==> src/design/pcb_pkg.sv <==
// Shared constants and types for the peripheral register window.
// Assumes a 20-bit core address, a 16-bit internal data path and byte offsets inside the window.
package pcb_pkg;

  // ---------------------------------------------------------------
  // Window geometry
  // ---------------------------------------------------------------
  localparam int unsigned ADDR_W     = 20;      // Core address width
  localparam int unsigned DATA_W     = 16;      // Register width
  localparam int unsigned IDX_W      = 7;       // Word index width (128 words)
  localparam int unsigned WORDS      = 128;     // Register file depth
  localparam int unsigned BASE_W     = 12;      // Base field: address bits 19:8
  localparam int unsigned BASE_LSB   = 8;       // 256-byte alignment

  // ---------------------------------------------------------------
  // Register byte offsets
  // ---------------------------------------------------------------
  localparam logic [7:0] OFF_MASTER_IRQ_CTRL_PORT_A = 8'h00;
  localparam logic [7:0] OFF_MASTER_IRQ_CTRL_PORT_B = 8'h02;
  localparam logic [7:0] OFF_SLAVE_IRQ_CTRL_PORT_A  = 8'h04;
  localparam logic [7:0] OFF_SLAVE_IRQ_CTRL_PORT_B  = 8'h06;
  localparam logic [7:0] OFF_SERIAL_IRQ_REQUEST_LATCH = 8'h0a;
  localparam logic [7:0] OFF_DMA_IRQ_REQUEST_LATCH  = 8'h0c;
  localparam logic [7:0] OFF_TIMER_IRQ_REQUEST_LATCH = 8'h0e;
  localparam logic [7:0] OFF_TIMER0_CONTROL         = 8'h36;
  localparam logic [7:0] OFF_TIMER1_CONTROL         = 8'h3e;
  localparam logic [7:0] OFF_WINDOW_RELOCATION      = 8'ha8;
  localparam logic [7:0] OFF_DMA0_CONTROL           = 8'hca;
  localparam logic [7:0] OFF_DMA1_CONTROL           = 8'hda;
  localparam logic [7:0] OFF_DMA2_CONTROL           = 8'hea;
  localparam logic [7:0] OFF_DMA3_CONTROL           = 8'hfa;

  // ---------------------------------------------------------------
  // Field positions and reset values
  // ---------------------------------------------------------------
  localparam int unsigned RELOC_MEM_BIT     = 12;        // 1 = memory space, 0 = I/O space
  localparam logic [15:0] RELOC_RESET       = 16'h00ff;  // I/O space, base 0xff00
  localparam int unsigned TMR_T2CLK_BIT     = 3;         // Timer clocked by timer 2
  localparam int unsigned DMA_SRC_LSB       = 0;         // DMA request source select
  localparam int unsigned DMA_SRC_W         = 3;
  localparam int unsigned DMA_SW_REQ_BIT    = 3;         // Write 1: software request pulse
  localparam int unsigned SER_SRC_W         = 4;         // Serial interrupt sources
  localparam int unsigned DMA_SRC_N         = 4;         // DMA interrupt sources
  localparam int unsigned TMR_SRC_N         = 3;         // Timer interrupt sources
  localparam int unsigned DMA_CH_N          = 4;         // DMA channels
  localparam int unsigned EXT_PIN_N         = 8;         // External interrupt pins
  localparam int unsigned READ_LATENCY      = 2;         // Request edge to answer

  // DMA request source codes
  typedef enum logic [2:0] {
    PCB_DSRC_PIN, PCB_DSRC_TIMER2, PCB_DSRC_SER0_RX, PCB_DSRC_SER0_TX,
    PCB_DSRC_SER1_RX, PCB_DSRC_SER1_TX, PCB_DSRC_SOFT, PCB_DSRC_NONE
  } pcb_dma_src_t;

  // One internal bus request
  typedef struct packed {
    logic              valid;  // Request present this cycle
    logic              write;  // 1 = write, 0 = read
    logic              mem;    // 1 = memory space, 0 = I/O space
    logic [ADDR_W-1:0] addr;   // Byte address
    logic [DATA_W-1:0] wdata;  // Write data
  } pcb_req_t;

  // Answer to a request
  typedef struct packed {
    logic              ack;    // One-cycle answer
    logic [DATA_W-1:0] rdata;  // Read data
  } pcb_rsp_t;

endpackage : pcb_pkg

==> src/design/pcb_window.sv <==
// Peripheral register window decode plus the request wiring between units, fixed for interrupts, selectable for DMA and timer cascade.
// Assumes a single-cycle request strobe from the core bus and that controllers, timers,
// serial and DMA channels live outside and exchange request lines and write notices with this block.
//
// How it works
// - 128 by 16-bit file, word offset decode
// - Base on 256-byte boundary, memory or I/O
// - Pins zero to six feed master controller
// - Pin seven goes only to slave
// - Eleven internal sources: serial, DMA, timer
// - Only serial channel 0 reaches controllers
// - Both serial channels may request DMA
// - DMA from pins, timer 2, serial, software
// - Timer 2 may clock timers 0 and 1
`timescale 1ns/1ns
module pcb_window (
  // Clock and reset
  input  wire logic                              i_clk,
  input  wire logic                              i_sys_rst,
  // Core peripheral bus
  input  wire pcb_pkg::pcb_req_t                 i_bus,
  output pcb_pkg::pcb_rsp_t                      o_bus,
  // Interrupt sources
  input  wire logic [pcb_pkg::EXT_PIN_N-1:0]     i_ext_irq_pin,
  input  wire logic [pcb_pkg::SER_SRC_W-1:0]     i_serial_unit_irq,
  input  wire logic [1:0]                        i_serial_unit1_irq,
  input  wire logic [pcb_pkg::DMA_SRC_N-1:0]     i_dma_irq,
  input  wire logic [pcb_pkg::TMR_SRC_N-1:0]     i_timer_unit_irq,
  input  wire logic                              i_slave_int,
  // Interrupt controller inputs and serial channel 1 requests
  output logic      [7:0]                        o_master_irq,
  output logic      [7:0]                        o_slave_irq,
  output logic      [1:0]                        o_serial_unit1_irq,
  // DMA request wiring
  input  wire logic [pcb_pkg::DMA_CH_N-1:0]      i_dma_request_pin,
  input  wire logic [3:0]                        i_ser_dma_req,
  input  wire logic                              i_timer2_pulse,
  output logic      [pcb_pkg::DMA_CH_N-1:0]      o_dma_req,
  // Timer cascade
  output logic      [1:0]                        o_timer_t2_tick,
  // Write notice to peripherals
  output logic                                   o_periph_wr,
  output logic      [pcb_pkg::IDX_W-1:0]         o_periph_idx,
  output logic      [pcb_pkg::DATA_W-1:0]        o_periph_wdata
);
  import pcb_pkg::*;

  // ---------------------------------------------------------------
  // Decode helpers
  // ---------------------------------------------------------------
  // Word index of a byte offset
  function automatic logic [IDX_W-1:0] idx_of(input logic [7:0] off);
    idx_of = off[7:1];
  endfunction

  // Reserved holes in the window
  function automatic logic is_reserved(input logic [IDX_W-1:0] ix);
    logic [7:0] off;
    off = {ix, 1'b0};
    case (off)
      8'h08, 8'h10, 8'h12, 8'h14, 8'h16, 8'h18, 8'h1a, 8'h1c, 8'h1e,
      8'h2c, 8'h2e, 8'h44, 8'h6c, 8'h6e, 8'h7c, 8'h7e, 8'haa, 8'hac,
      8'hae, 8'hba, 8'hdc, 8'hde, 8'hec, 8'hee, 8'hfc, 8'hfe: is_reserved = 1'b1;
      default: is_reserved = 1'b0;
    endcase
  endfunction

  // Read source of the first pipeline stage
  typedef enum { PCB_RD_MEM, PCB_RD_ZERO, PCB_RD_RELOC, PCB_RD_SER, PCB_RD_DMA, PCB_RD_TMR } pcb_rdsel_t;

  // ---------------------------------------------------------------
  // Address match
  // ---------------------------------------------------------------
  logic [DATA_W-1:0]  reloc;        // Window relocation register
  logic               hit;          // Request falls in the window
  logic [IDX_W-1:0]   idx;          // Word index of the request
  logic               wr_hit;       // Write inside the window
  logic               rd_hit;       // Read inside the window

  // Match against the live base and space; a write lands at the edge, so the next access sees it
  assign hit    = i_bus.valid && (i_bus.mem == reloc[RELOC_MEM_BIT]) &&
                  (i_bus.addr[ADDR_W-1:BASE_LSB] == reloc[BASE_W-1:0]);
  assign idx    = i_bus.addr[BASE_LSB-1:1];
  assign wr_hit = hit && i_bus.write && !is_reserved(idx);
  assign rd_hit = hit && !i_bus.write;

  // Relocation register, reset to I/O space
  always_ff @(posedge i_clk or posedge i_sys_rst) begin
    if (i_sys_rst) begin
      reloc <= RELOC_RESET;
    end else if (wr_hit && idx == idx_of(OFF_WINDOW_RELOCATION)) begin
      reloc <= i_bus.wdata & {3'h0, {(BASE_W+1){1'b1}}};
    end
  end

  // ---------------------------------------------------------------
  // Plain storage
  // ---------------------------------------------------------------
  logic               mem_we;       // Store into the register file
  logic [DATA_W-1:0]  mem_rdata;    // Registered file output

  assign mem_we = wr_hit;

  pcb_regmem u_regmem (
    .i_clk   (i_clk),
    .i_we    (mem_we),
    .i_idx   (idx),
    .i_wdata (i_bus.wdata),
    .o_rdata (mem_rdata)
  );

  // ---------------------------------------------------------------
  // Interrupt request latches
  // ---------------------------------------------------------------
  logic [SER_SRC_W-1:0] ser_latch;  // Serial channel 0 requests
  logic [DMA_SRC_N-1:0] dma_latch;  // DMA requests
  logic [TMR_SRC_N-1:0] tmr_latch;  // Timer requests
  logic                 clr_ser;
  logic                 clr_dma;
  logic                 clr_tmr;

  assign clr_ser = wr_hit && idx == idx_of(OFF_SERIAL_IRQ_REQUEST_LATCH);
  assign clr_dma = wr_hit && idx == idx_of(OFF_DMA_IRQ_REQUEST_LATCH);
  assign clr_tmr = wr_hit && idx == idx_of(OFF_TIMER_IRQ_REQUEST_LATCH);

  // Write 1 clears; a request in the same cycle wins so no event is lost
  always_ff @(posedge i_clk or posedge i_sys_rst) begin
    if (i_sys_rst) begin
      ser_latch <= '0;
      dma_latch <= '0;
      tmr_latch <= '0;
    end else begin
      ser_latch <= (ser_latch & ~(clr_ser ? i_bus.wdata[SER_SRC_W-1:0] : '0)) | i_serial_unit_irq;
      dma_latch <= (dma_latch & ~(clr_dma ? i_bus.wdata[DMA_SRC_N-1:0] : '0)) | i_dma_irq;
      tmr_latch <= (tmr_latch & ~(clr_tmr ? i_bus.wdata[TMR_SRC_N-1:0] : '0)) | i_timer_unit_irq;
    end
  end

  // ---------------------------------------------------------------
  // Controller input wiring
  // ---------------------------------------------------------------
  // Master: pins 0..6 and the slave cascade; slave: internal sources and pin 7
  always_ff @(posedge i_clk or posedge i_sys_rst) begin
    if (i_sys_rst) begin
      o_master_irq       <= 8'h00;
      o_slave_irq        <= 8'h00;
      o_serial_unit1_irq <= 2'h0;
    end else begin
      o_master_irq       <= {i_slave_int, i_ext_irq_pin[6:0]};
      o_slave_irq        <= {i_ext_irq_pin[7],
                             |ser_latch[3:2], |ser_latch[1:0],
                             |dma_latch[3:2], |dma_latch[1:0], tmr_latch};
      o_serial_unit1_irq <= i_serial_unit1_irq;
    end
  end

  // ---------------------------------------------------------------
  // DMA request routing
  // ---------------------------------------------------------------
  logic [DMA_SRC_W-1:0] dma_src [DMA_CH_N];  // Source select per channel
  logic [DMA_CH_N-1:0]  dma_sw;              // Software request pulses

  genvar ch;
  generate
    for (ch = 0; ch < DMA_CH_N; ch++) begin : g_dma
      localparam logic [IDX_W-1:0] CTL_IDX = idx_of(OFF_DMA0_CONTROL) + IDX_W'(ch * 8);
      logic ctl_wr;
      assign ctl_wr = wr_hit && idx == CTL_IDX;

      // Source select, default external pin
      always_ff @(posedge i_clk or posedge i_sys_rst) begin
        if (i_sys_rst) begin
          dma_src[ch] <= PCB_DSRC_PIN;
          dma_sw[ch]  <= 1'b0;
        end else begin
          if (ctl_wr) begin
            dma_src[ch] <= i_bus.wdata[DMA_SRC_LSB +: DMA_SRC_W];
          end
          dma_sw[ch] <= ctl_wr && i_bus.wdata[DMA_SW_REQ_BIT];
        end
      end

      // Selected request, one registered stage
      always_ff @(posedge i_clk or posedge i_sys_rst) begin
        if (i_sys_rst) begin
          o_dma_req[ch] <= 1'b0;
        end else begin
          case (pcb_dma_src_t'(dma_src[ch]))
            PCB_DSRC_PIN:     o_dma_req[ch] <= i_dma_request_pin[ch];
            PCB_DSRC_TIMER2:  o_dma_req[ch] <= i_timer2_pulse;
            PCB_DSRC_SER0_RX: o_dma_req[ch] <= i_ser_dma_req[0];
            PCB_DSRC_SER0_TX: o_dma_req[ch] <= i_ser_dma_req[1];
            PCB_DSRC_SER1_RX: o_dma_req[ch] <= i_ser_dma_req[2];
            PCB_DSRC_SER1_TX: o_dma_req[ch] <= i_ser_dma_req[3];
            PCB_DSRC_SOFT:    o_dma_req[ch] <= dma_sw[ch];
            default:          o_dma_req[ch] <= 1'b0;
          endcase
        end
      end
    end
  endgenerate

  // ---------------------------------------------------------------
  // Timer cascade
  // ---------------------------------------------------------------
  logic [1:0] t2_clk_sel;  // Timers 0 and 1 count timer 2 ticks

  always_ff @(posedge i_clk or posedge i_sys_rst) begin
    if (i_sys_rst) begin
      t2_clk_sel <= 2'h0;
    end else begin
      if (wr_hit && idx == idx_of(OFF_TIMER0_CONTROL)) begin
        t2_clk_sel[0] <= i_bus.wdata[TMR_T2CLK_BIT];
      end
      if (wr_hit && idx == idx_of(OFF_TIMER1_CONTROL)) begin
        t2_clk_sel[1] <= i_bus.wdata[TMR_T2CLK_BIT];
      end
    end
  end

  // One-cycle count enable per timer
  always_ff @(posedge i_clk or posedge i_sys_rst) begin
    if (i_sys_rst) begin
      o_timer_t2_tick <= 2'h0;
    end else begin
      o_timer_t2_tick <= t2_clk_sel & {2{i_timer2_pulse}};
    end
  end

  // ---------------------------------------------------------------
  // Read pipeline
  // ---------------------------------------------------------------
  pcb_rdsel_t         rd_sel;   // Source picked in stage 1
  logic               rd_vld;   // Stage 1 holds a read
  logic [DATA_W-1:0]  rd_hold;  // Flop-side read value

  // Stage 1: pick the source, snapshot the relocation register
  always_ff @(posedge i_clk or posedge i_sys_rst) begin
    if (i_sys_rst) begin
      rd_vld  <= 1'b0;
      rd_sel  <= PCB_RD_ZERO;
      rd_hold <= '0;
    end else begin
      rd_vld <= rd_hit;
      if (rd_hit) begin
        if (is_reserved(idx))                                 rd_sel <= PCB_RD_ZERO;
        else if (idx == idx_of(OFF_WINDOW_RELOCATION))        rd_sel <= PCB_RD_RELOC;
        else if (idx == idx_of(OFF_SERIAL_IRQ_REQUEST_LATCH)) rd_sel <= PCB_RD_SER;
        else if (idx == idx_of(OFF_DMA_IRQ_REQUEST_LATCH))    rd_sel <= PCB_RD_DMA;
        else if (idx == idx_of(OFF_TIMER_IRQ_REQUEST_LATCH))  rd_sel <= PCB_RD_TMR;
        else                                                  rd_sel <= PCB_RD_MEM;
        rd_hold <= reloc;
      end
    end
  end

  // Stage 2: answer strobe and data straight from flops
  always_ff @(posedge i_clk or posedge i_sys_rst) begin
    if (i_sys_rst) begin
      o_bus <= '0;
    end else begin
      o_bus.ack <= rd_vld;
      case (rd_sel)
        PCB_RD_MEM:   o_bus.rdata <= mem_rdata;
        PCB_RD_RELOC: o_bus.rdata <= rd_hold;
        PCB_RD_SER:   o_bus.rdata <= {{(DATA_W-SER_SRC_W){1'b0}}, ser_latch};
        PCB_RD_DMA:   o_bus.rdata <= {{(DATA_W-DMA_SRC_N){1'b0}}, dma_latch};
        PCB_RD_TMR:   o_bus.rdata <= {{(DATA_W-TMR_SRC_N){1'b0}}, tmr_latch};
        default:      o_bus.rdata <= '0;
      endcase
    end
  end

  // ---------------------------------------------------------------
  // Write notice
  // ---------------------------------------------------------------
  // Peripherals outside see every accepted write one edge later
  always_ff @(posedge i_clk or posedge i_sys_rst) begin
    if (i_sys_rst) begin
      o_periph_wr    <= 1'b0;
      o_periph_idx   <= '0;
      o_periph_wdata <= '0;
    end else begin
      o_periph_wr <= wr_hit;
      if (wr_hit) begin
        o_periph_idx   <= idx;
        o_periph_wdata <= i_bus.wdata;
      end
    end
  end

endmodule // pcb_window

==> src/design/pcb_regmem.sv <==
// Word-addressed storage for the plain read/write part of the register window.
// Assumes one access per cycle; read data come out of a register one edge later.
`timescale 1ns/1ns
module pcb_regmem (
  // Clock
  input  wire logic                        i_clk,
  // Access
  input  wire logic                        i_we,
  input  wire logic [pcb_pkg::IDX_W-1:0]   i_idx,
  input  wire logic [pcb_pkg::DATA_W-1:0]  i_wdata,
  output logic      [pcb_pkg::DATA_W-1:0]  o_rdata
);
  import pcb_pkg::*;

  // ---------------------------------------------------------------
  // Storage
  // ---------------------------------------------------------------
  logic [DATA_W-1:0] mem [WORDS];  // No reset: contents are software's

  // Write port
  always_ff @(posedge i_clk) begin
    if (i_we) begin
      mem[i_idx] <= i_wdata;
    end
  end

  // Registered read, old data on a same-cycle write
  always_ff @(posedge i_clk) begin
    o_rdata <= mem[i_idx];
  end

endmodule // pcb_regmem

==> config.mk <==
export PLATFORM = sky130hd
export DESIGN_NAME = pcb_window
export DESIGN_NICKNAME = d
export VERILOG_FILES = /design/src/design/pcb_pkg.sv /design/src/design/pcb_window.sv /design/src/design/pcb_regmem.sv
export SDC_FILE = /design/constraint.sdc
export NUM_CORES = 2
export LEC_CHECK = 0
export BUFFER_PORTS_ARGS = -buffer_cell sky130_fd_sc_hd__buf_4
export CORE_ASPECT_RATIO = 1.4
export CORE_MARGIN = 1.5
export CORE_UTILIZATION = 50
export DETAILED_ROUTE_END_ITERATION = 8
export GPL_ROUTABILITY_DRIVEN = 0
export PLACE_DENSITY = 0.65
export SLEW_MARGIN = 20
export SYNTH_ARGS = -nofsm -noshare
export SYNTH_HDL_FRONTEND = slang
export SYNTH_SLANG_ARGS = --single-unit
==> constraint.sdc <==
create_clock -name i_clk -period 4.55 [get_ports i_clk]
set_input_delay 0.455 -clock i_clk [delete_from_list [all_inputs] [get_ports i_clk]]
set_output_delay 0.455 -clock i_clk [all_outputs]
set_load 0.03 [all_outputs]
# Yosys cells after proc, flatten, opt, wreduce, memory -nomap -nowiden
# Memories as Yosys holds them, arrays and structs flattened. A register that Yosys moved wholly into a read port is not among the register bits.
# Cells that the tools add are included.
dict set report word_totals {
  ram_bits 2048
  mem_bits_ro 0
  regBits 153
  out_inout_bits 65
  elab_cells 155
  latchBits 0
  in_bits 72
  n_memories 1
}
# memory depth word_bits rd rd_ports_with_merged_regs write_ports line
set memory_table {}
lappend memory_table {u_regmem.mem 128 16 1 1 1 pcb_regmem.sv:18} ;# logic [DATA_W-1:0] mem [WORDS];
dict set report classes {
  n_lt_le_gt_ge 0
  reduce_logical 31
  n_addsub 0
  div 0
  n_eq_ne 66
  multipliers 0
  shifts 0
  bitwise 10
  muxes 17
}
# operator n
set ops {}
lappend ops {{$eq 7x7->1 const B} 15}
lappend ops {{$pmux 16 s5} 1}
lappend ops {{$eq 32x2->1 const B} 2}
lappend ops {{$eq 32x3->1 const B} 2}
lappend ops {{$eq 7x4->1 const B} 8}
lappend ops {{$eq 3x3->1 const B} 12}
lappend ops {{$eq 7x6->1 const B} 5}
lappend ops {{$logic_not 32->1} 1}
lappend ops {{$eq 7x3->1 const B} 4}
lappend ops {{$eq 7x5->1 const B} 4}
lappend ops {{$pmux 1 s7} 4}
lappend ops {{$reduce_or 26->1} 1}
lappend ops {{$eq 3x2->1 const B} 8}
lappend ops {{$logic_and 1x1->1} 19}
lappend ops {{$mux 3} 6}
lappend ops {{$eq 12x12->1} 1}
lappend ops {{$eq 3x1->1 const B} 4}
lappend ops {{$logic_not 3->1} 4}
lappend ops {{$and 4x4->4} 2}
lappend ops {{$mux 4} 2}
lappend ops {{$not 4->4} 2}
lappend ops {{$or 4x4->4} 2}
lappend ops {{$reduce_or 2->1} 4}
lappend ops {{$mux 1} 4}
lappend ops {{6 further kinds} 7}

# Longest topological paths before layout
dict set report logic_depth {
  depth_word 10
  ltp_mapped 12
  depth_no_buf 7
}

# Cells and area by module
# Synthesis repeated with hierarchy kept, for this count alone.
dict set report hier_totals {
  cells_unflattened 5011
  area_unflattened_um2 84150.7
}
# module n_inst cells_each seq_area_each_um2 area_each_um2
set modules_own_cells {}
lappend modules_own_cells {pcb_regmem 1 4623 61819.3 78861.9}
lappend modules_own_cells {pcb_window 1 388 3114.2 5288.8}

# Worst setup path before layout
# Ideal clock, no wire load.
dict set report synth_timing {
  path_kind {flip-flop to flip-flop}
  start {register reloc[4]}
  end {memory u_regmem.mem[80][0] (enable)}
  n_path_buf 1
  synth_period_minus_slack_ns 3.312
  required_ns 4.141
  t_arrival_ns 2.902
  stages_incl_launch_ff 8
  slack_ns 1.238
  cell_sequence {dfstp_2 xnor2_1 nand4_1 nor4_4 nand4_4 or2_1 buf_2 nor3_1}
}
dict set report synth_between {
  elab_chain_len 6
}
# element line
set synth_lines {}
lappend synth_lines {{from (decl)} pcb_window.sv:74} ;# logic [DATA_W-1:0] reloc;
lappend synth_lines {{from (signal assigned)} pcb_window.sv:92} ;# reloc <= i_bus.wdata & {3'h0, {(BASE_W+1){1'b1}}};
lappend synth_lines {{$eq 12x12->1} pcb_window.sv:82} ;# (i_bus.addr[ADDR_W-1:BASE_LSB] == reloc[BASE_W-1:0]);
lappend synth_lines {{$logic_and 1x1->1} pcb_window.sv:81} ;# assign hit = i_bus.valid && (i_bus.mem == reloc[RELOC_MEM_BIT]) &&
lappend synth_lines {{$logic_and 1x1->1 (2 in series)} pcb_window.sv:84} ;# assign wr_hit = hit && i_bus.write && !is_reserved(idx);
lappend synth_lines {{$mux 1} pcb_regmem.sv:22} ;# if (i_we) begin
lappend synth_lines {{$mux 1 (implied by the code)} pcb_regmem.sv:23} ;# mem[i_idx] <= i_wdata;
lappend synth_lines {{to (decl)} pcb_regmem.sv:18}
# Every way passes these cells.

# Worst setup path after layout
dict set report layout_timing {
  start {register reloc[7]}
  end {memory u_regmem.mem[104][7] (enable)}
}
# The elaborated chain is that of the path after synthesis.

==> metrics.md <==
| Metric | Value |
|---|---|
| Nets | 5165 |
| Seq cells post-synth | 2188 |
| Max-cap violations | 0 |
| Synthesized area per cell | 19.8 um^2 |
| Crit Path Category | register to register |
| Crit. End Element | register |
| # rows | 178 |
| Hold Worst Slack | 0.0168 ns |
| Root Driver | clkbuf_16 |
| Routed vias/inst | 5.84 |
| RSZ-0062 raised after global routing | false |
| Unique masters post-synth | 82 |
| Largest net degree at the start of global routing | 131 |
| Synthesized cell area | 85100 um^2 |
| LEAKAGE | 0.0335 uW |
| Worst-Margin Slew | 1.18 ns |
| Slowest cell on the critical path | nor2_1 |
| Clk sinks | 2188 |
| Critical path startpoint category | register |
| CTS tree | yes |
| Synth warn | 0 |
| Max frequency | 0.288 GHz |
| Width of the die | 352 um |
| Hold Vio Cnt, Final | 0 |
| Grt ovf | 0 |
| Mapped Cells | 4290 |
| Die Area | 173000 um^2 |
| H-Tree Depth | 4 |
| Synth area leader | edfxtp_1 |
| Dominant cell by count in the synthesized netlist | edfxtp_1 |
| Pwr dens | 421 nW/um^2 |
| Synth Flop Type | edfxtp_1 |
| Max clock buf depth | 3 |
| Critical Path RT | 5.09 ns |
| Worst Hold Class | primary input to register |
| Detailed Route Iter0 Violations | 4119 |
| WL/cell | 28.8 um |
| Final Setup Violations | 0 |
| Number of global-route vias before repair | 44700 |
| Top Layer Used | met5 |
| Initial Util | 50.5% |
| Antenna-violating nets left | 0 |
| Sequential-to-total area share from yosys stat | 76.3% |
| Period utilisation layout | 76.4% |
| TritonRoute pass-1 iters | 5 |
| Initial antenna violation count | 5 |
| Synth area leaders | edfxtp_1, mux4_2, mux2i_1 |
| First-pass GRT wire length | 310000 um |
| DP HPWL | 134000 um |
| Critical-path cell list | xnor2_1 -> nand4_1 -> nor4_4 -> nand4_4 -> or2_1 -> buf_4 -> nor2_1 -> buf_4 |
| Total power | 41300 uW |
| Reg area | 64900 um^2 |
| Routed length on met3 | 11900 um |
| CP dominant cell by count | buf_4 |
| Post-Route Skew | 0.0409 ns |
| P&R area growth vs syn | 15.2% |
| Max_slew headroom | 21.0% |
| Peak supply drop | 0.436 mV |
| Dpl cell area | 91400 um^2 |
| Total GRT Usage | 25.3% |
| Ys async rst share | 5.67% |
| Die height | 491 um |
| Clock latency on the worst-skew pair | 0.86 ns |
| Number of buffers added on ports | 135 |
| Max-slew violations | 0 |
| Post-synth EDFFs | 2048 |
| Via count | 43900 |
| Fin area | 98000 um^2 |
| CTS Buf Count | 194 |
| Largest stage delay, worst path | 0.58 ns |
| Top-area cell type share of the netlist area | 72.3% |
| Final min period | 3.48 ns |
| WL final | 216000 um |
| Status | finished, final reports clean |
| Met1 Routed Length | 81300 um |
| Setup TNS Final | 0 ns |
| Routed length on met2 | 113000 um |
| Multi-input combinational cell area | 20100 um^2 |
| # IOs | 137 |
| Top post-synthesis cells by count | edfxtp_1, mux4_2, mux2i_1, nor2_1, nand2_1 |
| Layout cell share with drive strength beyond 1 | 23.1% |
| Critical path fanouts, max | 10 |
| Core footprint | 169000 um^2 |
| DR DRC count | 0 |
| Clk slew on worst S/H paths | 0.07 ns |
| Layout fillers | 12600 |
| Worst EP arrival | 4.02 ns |
==> routing by layer <==
layer,up-vias,global-route usage (%)
li1,18700,-
met1,23300,31.9
met2,1497,43.6
met3,355,3.27
met4,2,11.5
met5,-,0
==> final timing paths <==
path	start	to	slack, ns	cells after the start
setup / recovery	reloc[7]$_DFFE_PP1P_	u_regmem.mem[104][7]$_DFFE_PP_	1.07	8
min in group asynchronous	i_sys_rst	o_master_irq[1]$_DFF_PP0_	0.26	3
max in group asynchronous	i_sys_rst	reloc[2]$_DFFE_PP1P_	3.28	4
hold / removal	i_bus[2]	o_periph_wdata[2]$_DFFE_PP0P_	0.02	3
setup reg to reg	reloc[7]$_DFFE_PP1P_	u_regmem.mem[104][7]$_DFFE_PP_	1.07	8
hold reg to reg	rd_vld$_DFF_PP0_	o_bus[16]$_DFF_PP0_	0.35	0
==> layout by cell type (no fill, tap or decap), drive strengths merged, types with 62 or more instances in the layout <==
| cell type | count |
|---|---|
| a21oi | 99 |
| a22oi | 87 |
| buf | 423 |
| clkbuf | 256 |
| clkinv | 80 |
| conb | 416 |
| dfrtp | 115 |
| edfxtp | 2048 |
| mux2 | 109 |
| mux2i | 324 |
| mux4 | 354 |
| nand2 | 152 |
| nand3 | 62 |
| nor2 | 169 |
| o21ai | 99 |
==> timing repair <==
action,in CTS,in global routing
hold endpoints to repair,86,0
hold buffers,28,0
setup buffers,0,0
resized for setup,0,0
endpoints found under the setup margin,0,0
==> sequential cells by signal, indices dropped and copies added (netlist names), 2 cells and up <==
name,cells
reloc,13
dma_src,12
o_master_irq,8
o_serial_unit1_irq,2
o_periph_idx,7
o_periph_wdata,16
o_slave_irq,8
rd_sel,3
o_bus,17
dma_latch,4
ser_latch,4
u_regmem.o_rdata,16
rd_hold,13
dma_sw,4
u_regmem.mem,2048
t2_clk_sel,2
o_timer_t2_tick,2
tmr_latch,3
o_dma_req,4
==> stage by stage <==
step                      setup slack (ns)  utilization [%]  instances
after global routing                 0.919             58.1       7514
final                                 1.07             58.1       7515
after global placement               0.837             54.2       7117
after floorplan                      0.811                -       4705
after CTS                             1.02             58.1       7511
after detailed placement             0.800             54.2       7117
==> worst max-delay path, delay by kind of cell, from the launching register on <==
family                 cells  cell delay (ns)
AND/OR/NAND/NOR            5             1.88
XOR/XNOR                   1             0.15
buffers and inverters      2             0.54
flip-flops                 1             0.57
==> power breakdown <==
| group | leakage, uW | switching (uW) | internal (uW) |
|---|---|---|---|
| logic | 0.00997 | 1560 | 838 |
| registers | 0.0204 | 132 | 22400 |
| clock network | 0.00309 | 7230 | 9110 |
| total | 0.0335 | 8920 | 32300 |
==> area by class of cell <==
| class | count | area share, % |
|---|---|---|
| inverter | 18 | 0.0715 |
| multi-input combinational | 2240 | 20.5 |
| timing repair buffer | 451 | 3.83 |
| tap | 2250 | 2.87 |
| clock buffer | 256 | 5.43 |
| antenna | 2 | 0.00511 |
| sequential | 2188 | 66.2 |
| clock inverter | 110 | 1.01 |
==> cells by family (layout without fill, tap and decap cells) <==
| family | after synthesis | in the layout | synth area share, % |
|---|---|---|---|
| DFF | 2188 | 2188 | 76.3 |
| buffers and inverters | 277 | 835 | 1.96 |
| AOI/OAI and AO/OA | 526 | 526 | 4.19 |
| other | 1 | 418 | 0.00441 |
| muxes | 787 | 787 | 14.7 |
| and+or+nand+nor | 498 | 498 | 2.74 |
| xor gates and xnor gates | 13 | 13 | 0.134 |
Power figures use the tool's default switching activity.
